[src/igw_pkg.sv]
// shared constants and carriers for the gateway error and secded flag block
// assumes a 32-bit apb slave and 64-bit words with 14 check bits
package igw_pkg;
  localparam int DATA_W  = 64;
  localparam int CHECK_W = 14;
  localparam int HALF_CW = 7;
  localparam int ADDR_W  = 8;

  // register byte offsets
  localparam logic [ADDR_W-1:0] OFS_IRQ_FLAGS  = 8'h00;
  localparam logic [ADDR_W-1:0] OFS_IRQ_MASK   = 8'h04;
  localparam logic [ADDR_W-1:0] OFS_CLEAR      = 8'h08;
  localparam logic [ADDR_W-1:0] OFS_SYNDROME   = 8'h0C;
  localparam logic [ADDR_W-1:0] OFS_SYN_CLR    = 8'h10;
  localparam logic [ADDR_W-1:0] OFS_DISCONNECT = 8'h14;
  localparam logic [ADDR_W-1:0] OFS_DATA_LO    = 8'h18;
  localparam logic [ADDR_W-1:0] OFS_DATA_HI    = 8'h1C;
  localparam logic [ADDR_W-1:0] OFS_CHECK      = 8'h20;
  localparam logic [ADDR_W-1:0] OFS_IO_ERROR   = 8'h24;

  // interrupt flag and mask fields
  localparam int FLG_SINGLE   = 1;
  localparam int FLG_MULTI    = 2;
  localparam int FLG_OUT_DONE = 10;
  localparam int FLG_OUT_ERR  = 11;
  // io error field
  localparam int ERR_SEQ      = 11;
  // clear register fields
  localparam int CLR_OUT_CTRL = 1;
  localparam int CLR_BUF_PRIO = 6;
  localparam int CLR_OUT_ERR  = 8;

  localparam logic [31:0] MASK_RESET = 32'h0000_0000;

  typedef struct packed {
    logic              psel;
    logic              penable;
    logic              pwrite;
    logic [ADDR_W-1:0] paddr;
    logic [31:0]       pwdata;
  } igw_apb_req_t;

  typedef struct packed {
    logic [DATA_W-1:0]  data;
    logic [CHECK_W-1:0] syndrome;
    logic               single_err;
    logic               multi_err;
  } igw_chk_res_t;
endpackage : igw_pkg

[src/igw_error_flags.sv]
// error detection and flag logic of a gateway output node, apb register side
// assumes host resume and word-taken inputs synchronous to mclk
// Function
// - resume while idle sets sequence error
// - sequence error sets output error summary
// - writing zero to clear bit8 clears it
// - disconnect write terminates the output transfer
// - check word before storing output data
// - regenerate check bits and compare
// - single error: correct; flag and capture syndrome only while multi flag clear
// - syndrome identifies corrected halfword bit
// - single flag sticky, latest syndrome kept
// - multi error resets single flag, first syndrome
// - multi error: no correction, flag, syndrome
// - multi flag sticky, first syndrome kept
// - syndrome clear resets flags, keeps syndrome
// - clear register bits 1, 6, 8
// - summary bit 11 raises masked interrupt
// - secded flags raise masked interrupt
`timescale 1ns/100ps
module igw_error_flags (
  input  wire logic                  mclk,
  input  wire logic                  sys_rst,
  input  wire igw_pkg::igw_apb_req_t apb_req,
  output logic [31:0]                prdata,
  output logic                       pready,
  output logic                       pslverr,
  input  wire logic                  host_resume,
  input  wire logic                  host_word_taken,
  output logic [igw_pkg::DATA_W-1:0] out_word,
  output logic                       out_word_valid,
  output logic                       out_disconnect,
  output logic                       out_active,
  output logic                       io_irq
);
  import igw_pkg::*;

  logic [31:0]         data_lo_reg;
  logic [31:0]         data_hi_reg;
  logic [DATA_W-1:0]   out_word_reg;
  logic                out_valid_reg;
  logic                active_reg;
  logic                disc_reg;
  logic                done_reg;
  logic                seq_err_reg;
  logic                single_reg;
  logic                multi_reg;
  logic [CHECK_W-1:0]  syn_reg;
  logic [31:0]         mask_reg;
  logic [31:0]         prdata_reg;
  logic [31:0]         flag_view;
  logic                access;
  logic                wr;
  logic                hit;
  logic                wr_check;
  logic                wr_disc;
  logic                wr_clear;
  logic                wr_synclr;
  logic                wr_flags;
  logic                seq_event;
  igw_chk_res_t        chk;
  logic [DATA_W-1:0]   fix_data;
  logic [CHECK_W-1:0]  fix_syn;
  logic [1:0]          half_single;
  logic [1:0]          half_multi;

  // apb decode; slave is always ready, so access lasts one cycle
  assign access    = apb_req.psel && apb_req.penable;
  assign wr        = access && apb_req.pwrite;
  assign pready    = 1'b1;
  always_comb begin
    case (apb_req.paddr)
      OFS_IRQ_FLAGS, OFS_IRQ_MASK, OFS_CLEAR, OFS_SYNDROME, OFS_SYN_CLR,
      OFS_DISCONNECT, OFS_DATA_LO, OFS_DATA_HI, OFS_CHECK, OFS_IO_ERROR: hit = 1'b1;
      default: hit = 1'b0;
    endcase
  end
  assign pslverr   = access && !hit;
  assign wr_check  = wr && (apb_req.paddr == OFS_CHECK);
  assign wr_disc   = wr && (apb_req.paddr == OFS_DISCONNECT);
  assign wr_clear  = wr && (apb_req.paddr == OFS_CLEAR);
  assign wr_synclr = wr && (apb_req.paddr == OFS_SYN_CLR);
  assign wr_flags  = wr && (apb_req.paddr == OFS_IRQ_FLAGS);

  // secded on both halfwords, 7 check bits each
  for (genvar h = 0; h < 2; h++) begin : g_half
    igw_secded_half u_half (
      .data_in    (h == 0 ? data_lo_reg : data_hi_reg),
      .check_in   (apb_req.pwdata[h*HALF_CW +: HALF_CW]),
      .data_out   (fix_data[h*32 +: 32]),
      .syndrome   (fix_syn[h*HALF_CW +: HALF_CW]),
      .single_err (half_single[h]),
      .multi_err  (half_multi[h])
    );
  end
  // a halfword with a double error makes the whole word multi
  assign chk = '{data:       fix_data,
                 syndrome:   fix_syn,
                 single_err: !(|half_multi) && (|half_single),
                 multi_err:  |half_multi};

  // data words staged until the check write commits them
  always_ff @(posedge mclk) begin
    if (sys_rst) begin
      data_lo_reg <= 32'h0000_0000;
      data_hi_reg <= 32'h0000_0000;
    end else if (wr && apb_req.paddr == OFS_DATA_LO) begin
      data_lo_reg <= apb_req.pwdata;
    end else if (wr && apb_req.paddr == OFS_DATA_HI) begin
      data_hi_reg <= apb_req.pwdata;
    end
  end

  always_ff @(posedge mclk) begin
    if (sys_rst) begin
      out_word_reg  <= 64'h0000_0000_0000_0000;
      out_valid_reg <= 1'b0;
    end else if (wr_check) begin
      // uncorrectable words pass unchanged; software sees the flag
      out_word_reg  <= chk.multi_err ? {data_hi_reg, data_lo_reg} : chk.data;
      out_valid_reg <= 1'b1;
    end else if ((wr_clear && apb_req.pwdata[CLR_BUF_PRIO]) || host_word_taken) begin
      out_valid_reg <= 1'b0;
    end
  end

  // output transfer control
  always_ff @(posedge mclk) begin
    if (sys_rst) begin
      active_reg <= 1'b0;
      disc_reg   <= 1'b0;
    end else begin
      disc_reg <= wr_disc;
      if (wr_check) begin
        active_reg <= 1'b1;
      end else if (wr_disc || (wr_clear && apb_req.pwdata[CLR_OUT_CTRL])) begin
        active_reg <= 1'b0;
      end
    end
  end

  // output complete: set when the host drains the word, cleared by next word
  always_ff @(posedge mclk) begin
    if (sys_rst) begin
      done_reg <= 1'b0;
    end else if (out_valid_reg && host_word_taken) begin
      done_reg <= 1'b1;
    end else if (wr_check || wr_disc || (wr_flags && apb_req.pwdata[FLG_OUT_DONE])) begin
      done_reg <= 1'b0;
    end
  end

  assign seq_event = host_resume && !active_reg;
  always_ff @(posedge mclk) begin
    if (sys_rst) begin
      seq_err_reg <= 1'b0;
    end else if (seq_event) begin
      seq_err_reg <= 1'b1;
    end else if ((wr_clear && !apb_req.pwdata[CLR_OUT_ERR]) ||
                 (wr_flags && apb_req.pwdata[FLG_OUT_ERR])) begin
      seq_err_reg <= 1'b0;
    end
  end

  always_ff @(posedge mclk) begin
    if (sys_rst) begin
      single_reg <= 1'b0;
    end else if (wr_check && chk.multi_err) begin
      single_reg <= 1'b0;
    end else if (wr_check && chk.single_err && !multi_reg) begin
      single_reg <= 1'b1;
    end else if (wr_synclr || (wr_flags && apb_req.pwdata[FLG_SINGLE])) begin
      single_reg <= 1'b0;
    end
  end

  always_ff @(posedge mclk) begin
    if (sys_rst) begin
      multi_reg <= 1'b0;
    end else if (wr_check && chk.multi_err) begin
      multi_reg <= 1'b1;
    end else if (wr_synclr || (wr_flags && apb_req.pwdata[FLG_MULTI])) begin
      multi_reg <= 1'b0;
    end
  end

  // first multi syndrome kept
  // syndrome survives flag clears; it is only meaningful while a flag is up
  always_ff @(posedge mclk) begin
    if (sys_rst) begin
      syn_reg <= 14'h0000;
    end else if (wr_check && !multi_reg && (chk.multi_err || chk.single_err)) begin
      syn_reg <= chk.syndrome;
    end
  end

  always_ff @(posedge mclk) begin
    if (sys_rst) begin
      mask_reg <= MASK_RESET;
    end else if (wr && apb_req.paddr == OFS_IRQ_MASK) begin
      mask_reg <= apb_req.pwdata;
    end
  end

  always_comb begin
    flag_view               = 32'h0000_0000;
    flag_view[FLG_SINGLE]   = single_reg;
    flag_view[FLG_MULTI]    = multi_reg;
    flag_view[FLG_OUT_DONE] = done_reg;
    flag_view[FLG_OUT_ERR]  = seq_err_reg;
  end

  // read data captured in the setup phase, stable through access
  always_ff @(posedge mclk) begin
    if (sys_rst) begin
      prdata_reg <= 32'h0000_0000;
    end else if (apb_req.psel && !apb_req.penable) begin
      case (apb_req.paddr)
        OFS_IRQ_FLAGS: prdata_reg <= flag_view;
        OFS_IRQ_MASK:  prdata_reg <= mask_reg;
        OFS_SYNDROME:  prdata_reg <= {18'h0_0000, syn_reg};
        OFS_DATA_LO:   prdata_reg <= data_lo_reg;
        OFS_DATA_HI:   prdata_reg <= data_hi_reg;
        OFS_IO_ERROR:  prdata_reg <= {20'h0_0000, seq_err_reg, 11'h000};
        default:       prdata_reg <= 32'h0000_0000;
      endcase
    end
  end

  assign prdata         = prdata_reg;
  assign out_word       = out_word_reg;
  assign out_word_valid = out_valid_reg;
  assign out_disconnect = disc_reg;
  assign out_active     = active_reg;
  assign io_irq         = |(flag_view & mask_reg);

  a_seq_err_set: assert property (@(posedge mclk) disable iff (sys_rst)
    host_resume && !active_reg |=> seq_err_reg)
    else $error("resume while idle did not set sequence error");

  a_summary_bit: assert property (@(posedge mclk) disable iff (sys_rst)
    seq_event |=> flag_view[FLG_OUT_ERR] && seq_err_reg)
    else $error("summary flag missing after sequence error");

  a_seq_clear: assert property (@(posedge mclk) disable iff (sys_rst)
    wr_clear && !apb_req.pwdata[CLR_OUT_ERR] && !seq_event |=> !seq_err_reg)
    else $error("sequence error not cleared");

  a_disc_ends: assert property (@(posedge mclk) disable iff (sys_rst)
    wr_disc && !wr_check |=> out_disconnect && !out_active)
    else $error("disconnect did not end transfer");

  a_store_checked: assert property (@(posedge mclk) disable iff (sys_rst)
    wr_check && !chk.multi_err |=> out_word_valid && out_word == $past(chk.data))
    else $error("stored word is not the checked word");

  a_multi_raw: assert property (@(posedge mclk) disable iff (sys_rst)
    wr_check && chk.multi_err |=> out_word == $past({data_hi_reg, data_lo_reg}))
    else $error("multi error word was altered");

  a_single_keep: assert property (@(posedge mclk) disable iff (sys_rst)
    single_reg && !wr_synclr && !wr_flags && !(wr_check && chk.multi_err) |=> single_reg)
    else $error("single flag dropped without clear");

  a_clear_buf: assert property (@(posedge mclk) disable iff (sys_rst)
    wr_clear && apb_req.pwdata[CLR_BUF_PRIO] |=> !out_word_valid)
    else $error("buffer clear left a staged word");

  a_single_capture: assert property (@(posedge mclk) disable iff (sys_rst)
    wr_check && chk.single_err && !multi_reg |=> single_reg && syn_reg == $past(chk.syndrome))
    else $error("single error not flagged or syndrome not captured");

  a_multi_single: assert property (@(posedge mclk) disable iff (sys_rst)
    wr_check && chk.multi_err |=> multi_reg && !single_reg)
    else $error("multi error flag handling wrong");

  a_multi_keeps: assert property (@(posedge mclk) disable iff (sys_rst)
    multi_reg && !wr_synclr && !wr_flags ##1 wr_check |=> multi_reg && $stable(syn_reg))
    else $error("first multi syndrome not kept");

  a_syn_clear: assert property (@(posedge mclk) disable iff (sys_rst)
    wr_synclr |=> !single_reg && !multi_reg && $stable(syn_reg))
    else $error("syndrome clear misbehaved");

  a_irq_level: assert property (@(posedge mclk) disable iff (sys_rst)
    $rose(seq_err_reg) && mask_reg[FLG_OUT_ERR] |-> io_irq)
    else $error("masked-in summary did not raise interrupt");

  a_secded_irq: assert property (@(posedge mclk) disable iff (sys_rst)
    (single_reg && mask_reg[FLG_SINGLE]) || (multi_reg && mask_reg[FLG_MULTI]) |-> io_irq)
    else $error("masked-in secded flag did not raise interrupt");
endmodule : igw_error_flags

[src/igw_secded_half.sv]
// single-error-correct double-error-detect check on one 32-bit halfword
// assumes 6 hamming bits plus one overall parity bit per halfword
`timescale 1ns/100ps
module igw_secded_half (
  input  wire logic [31:0] data_in,
  input  wire logic [6:0]  check_in,
  output logic      [31:0] data_out,
  output logic      [6:0]  syndrome,
  output logic             single_err,
  output logic             multi_err
);
  import igw_pkg::*;

  // codeword position of data bit idx, skipping powers of two
  function automatic logic [5:0] dpos(input int idx);
    int         n;
    logic [5:0] r;
    n = 0;
    r = 6'h00;
    for (int k = 3; k < 64; k++) begin
      if ((k & (k - 1)) != 0) begin
        if (n == idx) begin
          r = k[5:0];
        end
        n++;
      end
    end
    return r;
  endfunction : dpos

  logic [5:0] calc;
  logic [5:0] syn6;
  logic       par_bad;

  always_comb begin
    calc = 6'h00;
    for (int i = 0; i < 32; i++) begin
      calc = calc ^ ({6{data_in[i]}} & dpos(i));
    end
  end

  assign syn6       = calc ^ check_in[5:0];
  assign par_bad    = (^data_in) ^ (^check_in);
  assign single_err = par_bad;
  assign multi_err  = !par_bad && (syn6 != 6'h00);
  assign syndrome   = {par_bad, syn6};

  always_comb begin
    for (int i = 0; i < 32; i++) begin
      data_out[i] = data_in[i] ^ (par_bad && (dpos(i) == syn6));
    end
  end
endmodule : igw_secded_half

[config.mk]
export PLATFORM = sky130hd
export DESIGN_NAME = igw_error_flags
export DESIGN_NICKNAME = d
export VERILOG_FILES = /design/src/igw_pkg.sv /design/src/igw_error_flags.sv /design/src/igw_secded_half.sv
export SDC_FILE = /design/constraint.sdc
export NUM_CORES = 1
export LEC_CHECK = 0
export BUFFER_PORTS_ARGS = -buffer_cell sky130_fd_sc_hd__buf_2
export CAP_MARGIN = 10
export CORE_ASPECT_RATIO = 1.2
export CORE_MARGIN = 3
export CORE_UTILIZATION = 55
export DETAILED_ROUTE_END_ITERATION = 16
export GPL_ROUTABILITY_DRIVEN = 0
export GPL_TIMING_DRIVEN = 0
export MAX_ROUTING_LAYER = met4
export PLACE_DENSITY = 0.85
export SYNTH_ARGS = -nofsm -noshare
export SYNTH_HDL_FRONTEND = slang
export SYNTH_SLANG_ARGS = --single-unit
[constraint.sdc]
create_clock -name mclk -period 4.2 [get_ports mclk]
set_input_delay 0.84 -clock mclk [delete_from_list [all_inputs] [get_ports mclk]]
set_output_delay 0.84 -clock mclk [all_outputs]
set_load 0.02 [all_outputs]
==> results_dict.tcl, run 1 <==
set metrics [dict create \
    dieArea_um2 22680 \
    yosysTopAreaCellShare_pct 37.08 \
    synthTopCellsByCount "278 x nand2_1, 213 x dfxtp_1, 118 x nor2_1" \
    start_util_pct 56.37 \
    grt_usage_pct 34.72 \
    path_clk_slew_ps 60 \
    crit_path_frequent_cell "buf_2" \
    vias 11420 \
    worst_path_max_delay_cell "xnor3_1" \
    crit_required_ps 4640 \
    coreArea_um2 20400 \
    post-route-period-util_pct 89.67 \
    post_cts_buffers 0 \
    grt_overflow 0 \
    cp.arrival_ps 4210 \
    antenna_found_initial 0 \
    worst_slew_pin_slew_ps 859.1 \
    critPathCaptureType "flop" \
    largest_reg_flops 64 \
    setup_tns_ps 0 \
    maxCapViolCount 0 \
    syn-cell-area_um2 11500 \
    portBuffers 146 \
    ios 149 \
    final_hold_viol_count 0 \
    routedWlPerCell_um 21.60 \
    detailed_place.area_um2 12560 \
    crit_chain "clkbuf_1, xnor2_1, xnor3_1, xor3_1, nor2b_1, nand3_1, o21ba_2, buf_2, buf_2, o21ai_0, and3_1" \
    yosys.cell_count.top_type "nand2_1" \
    synth_area_leaders "dfxtp_1 37%, nand2_1 9.1%, xnor2_1 7.1%, xnor3_1 7.1%, a21oi_1 5.1%" \
    fin_crit_ps 3766 \
    ys.flop_type "dfxtp_1" \
    async_flop_share_pct 0 \
    areaGrowthSynthToFinish_pct 14.86 \
    ir_worst_vdd_mv 0.3409 \
    p_per_area_nw_per_um2 336.4 \
    path_class "flop to flop" \
    hp-class "flop to flop" \
    post_cts_resized 0 \
    routed_wl_mm 38.75 \
    grt_max_degree 15 \
    std_cell_rows 57 \
    synth_area_per_cell_um2 8.536 \
    ys_ff_latch 213 \
    slew_headroom_pct 42.20 \
    grt_setup_unrepaired "no" \
    drtAntennaViolNets 0 \
    cts.sinks 213 \
    synth_edf_count 0 \
    clock_latency_ps 500 \
    synth_top_cell_by_area "dfxtp_1" \
    grt_pass1_vias 10740 \
    nets 1563 \
    synth_cell_type_count 61 \
    ys_seq_area_share_pct 37.08 \
    drt_iter0_drc 1514 \
    final_area_um2 13210 \
    dp_hpwl_mm 29.38 \
    status "finished, final reports clean" \
    drcViolationCount 0 \
    cts_tree "done" \
    post-route-util_pct 64.75 \
    synth_nets 1394 \
    crit_path_start_kind "flop" \
    crit_family "XOR/XNOR gates" \
    setup_viol_count_final 0 \
    syn_inst 1347 \
    fin_worst_skew_ps 15.57 \
    cts_hold_repair.buffers 0 \
    clockBufferDepth 3 \
    slew_viol_final 0 \
    drive_gt1_share_pct 15.05 \
    die_w_um 138.0 \
    drtPass1Iterations 7 \
    crit_buf_inv 3 \
    numCtsBuffers 21 \
    cp_max_fo 10 \
    cts_root_buffer "clkbuf_16" \
    max_stage_delay_ps 460 \
    die_h_um 164.4 \
    viasPerCell 6.365 \
    ys_warn_count 0 \
    grt_first_pass_wirelength_mm 59.04 \
    p_leak_nw 4.610 \
    timing.fmax_mhz 265.5 \
    htreeDepth 1 \
    power_mw 4.443 \
]
[worst min-delay path, cell delays in order (launching register included)]
cell     delay, ps
dfxtp_1        310
nand2_1         50
a21oi_1         50
[path summary, 6_finish.rpt]
path                                              startpoint                        end  slack, ps  cells after the start
worst max-delay path            data_lo_reg[22]$_SDFFE_PP0P_    single_reg$_SDFFE_PP0P_        430                     11
worst min-delay path               mask_reg[18]$_SDFFE_PP0P_  mask_reg[18]$_SDFFE_PP0P_        450                      2
worst max register to register  data_lo_reg[22]$_SDFFE_PP0P_    single_reg$_SDFFE_PP0P_        430                     11
worst min register to register     mask_reg[18]$_SDFFE_PP0P_  mask_reg[18]$_SDFFE_PP0P_        450                      2
[logic make-up after synthesis]
kind of cell           Yosys count  synth area share, %
AO/OA/AOI/OAI                  332                21.06
XOR/XNOR                       156                17.41
buffers and inverters          139                4.929
flip-flops                     213                37.08
multiplexers                     1              0.08705
other                            1              0.03261
AND/OR/NAND/NOR                505                19.40
[layout make-up]
class	instances	area, um^2
plain buffers	132	540.5
fillers	1716	7189
multi-input cells	995	6668
diodes	1	2.502
clock buffers	30	619.3
well taps	265	331.6
repair buffers	146	730.7
clock inverters	5	25.02
flip-flops and latches	213	4264
inverters	7	26.28
[cell usage in the layout (no fill, tap or decap), types with 14 or more instances in the layout]
cell,synthesis,layout
dfxtp_1,213,213
a311oi_1,50,50
xnor3_1,36,36
a21oi_1,117,117
o31ai_1,24,24
xnor2_1,93,93
nor4_1,14,14
nand3_1,14,14
clkbuf_16,0,21
nand2_1,278,278
a22oi_1,30,30
a211oi_1,51,51
buf_2,13,159
or4_1,24,24
xor2_1,14,14
nor2_1,118,118
a2111oi_2,17,17
clkbuf_1,111,114
[routing by layer]
metal / GRT usage, % / vias to the layer above / share of wire, %
met5: - / - / 0
met2: 52.33 / 865 / 43
met4: 22.60 / 0 / 8.4
met1: 42.82 / 5203 / 36
met3: 6.094 / 224 / 12
li1: - / 5127 / -
[metrics by stage]
| stage | instances | worst slack [ps] | hold slack, ps |
|---|---|---|---|
| after floorplan | 1347 | 790.8 | 436.6 |
| after global placement | 1758 | 261.3 | 441.9 |
| after detailed placement | 1758 | 192.8 | 446.8 |
| after CTS | 1793 | 531.4 | 454.8 |
| after global routing | 1793 | 265.2 | 468.1 |
| final | 1794 | 434.0 | 454.9 |
[report_power, final]
part,internal (mW),switching (mW)
logic,0.160,0.427
clock network,1.02,0.785
registers,2.04,0.0135
Note: power is estimated with default switching activity, not from simulation.
==> run 2: changes to the inputs <==
CORE_UTILIZATION = 57   (was 55)
PLACE_DENSITY = 0.88   (was 0.85)
==> run 2 against run 1 <==
Effect of this change:
- global-route usage grew 1.5 points
- non-clock buffer count stayed put
- maximum frequency decreased by 1.0%
- first-iteration DRC count grew 32%
- critical endpoint is now syn_reg[6]$_SDFFE_PP0P_
- via count grew 0.86%
- cell area about the same
- hold slack worse by 0.66 ps
==> results_dict.tcl, run 2 (same netlist as run 1, synthesis figures left out) <==
set metrics [dict create \
    routed_wl_mm 39.67 \
    setup_viol_count_final 0 \
    post-route-period-util_pct 90.60 \
    grt_first_pass_wirelength_mm 60.50 \
    coreArea_um2 19690 \
    timing.fmax_mhz 262.8 \
    drtPass1Iterations 9 \
    fin_crit_ps 3805 \
    final_cell_count_no_fill 1791 \
    cts_root_buffer "clkbuf_16" \
    worst_r2r_path_depth 10 \
    grt_usage_pct 36.26 \
    cp.arrival_ps 4240 \
    grt_overflow 0 \
    fin_worst_skew_ps 11.36 \
    grt_pass1_vias 11060 \
    drtAntennaViolNets 0 \
    cts_tree "done" \
    portBuffers 146 \
    post_cts_resized 0 \
    critPathCaptureType "flop" \
    drive_gt1_share_pct 14.77 \
    die_h_um 161.6 \
    antenna_found_initial 0 \
    ios 149 \
    slew_headroom_pct 34.32 \
    cts.sinks 213 \
    n_fill_cell 1518 \
    hold_depth 2 \
    dpl.cell_count 1754 \
    cts_hold_repair.buffers 0 \
    final_hold_viol_count 0 \
    dieArea_um2 21920 \
    path_clk_slew_ps 60 \
    largest_reg_flops 64 \
    areaGrowthSynthToFinish_pct 14.97 \
    grt_max_degree 14 \
    drcViolationCount 0 \
    drt_iter0_drc 2003 \
    grt_setup_unrepaired "no" \
    routedWlPerCell_um 22.15 \
    status "finished, final reports clean" \
    p_per_area_nw_per_um2 340.2 \
    clockBufferDepth 3 \
    slew_viol_final 0 \
    ir_worst_vdd_mv 0.2322 \
    hp-class "flop to flop" \
    start_util_pct 58.40 \
    dp_hpwl_mm 29.49 \
    htreeDepth 1 \
    setup_tns_ps 0 \
    cp_max_fo 10 \
    clock_latency_ps 510 \
    num_antenna_cells 0 \
    vias 11520 \
    post_cts_buffers 0 \
    viasPerCell 6.430 \
    die_w_um 135.7 \
    crit_required_ps 4640 \
    numCtsBuffers 22 \
    worst_slew_pin_slew_ps 976.1 \
    p_leak_nw 4.608 \
    maxCapViolCount 0 \
    layout_commonest_cell "nand2_1" \
    nets 1564 \
    crit_path_start_kind "flop" \
    std_cell_rows 56 \
    most-common-layout-cells "278 x nand2_1, 213 x dfxtp_1, 159 x buf_2, 120 x clkbuf_1, 118 x nor2_1" \
    path_class "flop to flop" \
]
run 2: cell count changes in the layout (fill, tap and decap cells not counted), sizes merged:
cell	previous run	this run
diode	1	0
clkinv	6	3
clkbuf	143	148
run 2: worst max-delay path, stage by stage (launching register included):
cell and delay (ps):
dfxtp_1 310, clkbuf_1 360, xnor2_1 180, xnor3_1 490, xnor3_1 620, and2_1 300
nand4_4 240, nor4_1 510, clkbuf_1 410, o21ai_0 130, a21oi_1 160
run 2: area by class of cell:
type / count / area [um^2] / area share, %
multi-input combinational: 995 / 6668 / 50.44
timing repair buffer: 146 / 730.7 / 5.527
clock inverter: 2 / 13.76 / 0.1041
tap: 261 / 326.6 / 2.470
buffer: 132 / 540.5 / 4.089
sequential: 213 / 4264 / 32.25
inverter: 7 / 26.28 / 0.1988
clock buffer: 35 / 650.6 / 4.921
run 2: worst paths after layout:
path / slack (ps) / end / from
max: 390 / syn_reg[6]$_SDFFE_PP0P_ / data_hi_reg[21]$_SDFFE_PP0P_
max reg2reg: 390 / syn_reg[6]$_SDFFE_PP0P_ / data_hi_reg[21]$_SDFFE_PP0P_
min reg2reg: 450 / mask_reg[18]$_SDFFE_PP0P_ / mask_reg[18]$_SDFFE_PP0P_
min: 450 / mask_reg[18]$_SDFFE_PP0P_ / mask_reg[18]$_SDFFE_PP0P_
run 2: power by group:
part | internal, mW | switching (mW)
logic | 0.160 | 0.426
registers | 2.04 | 0.0130
clock network | 1.06 | 0.803
total | 3.26 | 1.24
run 2: per-layer routing:
metal	global-route usage, %	vias up	wire [um]
met5	-	-	0
met4	21.45	0	2932
met3	7.165	218	5186
met2	54.96	891	17440
met1	44.85	5275	14110
li1	-	5133	-
run 2: through the flow:
| stage | total power, mW | hold slack, ps | setup slack [ps] | util, % | cell area [um^2] |
|---|---|---|---|---|---|
| floorplan | 2.463 | 436.6 | 790.8 | - | 11500 |
| global placement | 2.641 | 442.2 | 211.5 | 63.77 | 12560 |
| detailed placement | 2.655 | 446.5 | 131.8 | 63.77 | 12560 |
| CTS | 4.466 | 454.7 | 447.5 | 67.15 | 13220 |
| global route | 4.597 | 467.2 | 185.1 | 67.15 | 13220 |
| finish | 4.498 | 454.3 | 394.8 | 67.15 | 13220 |
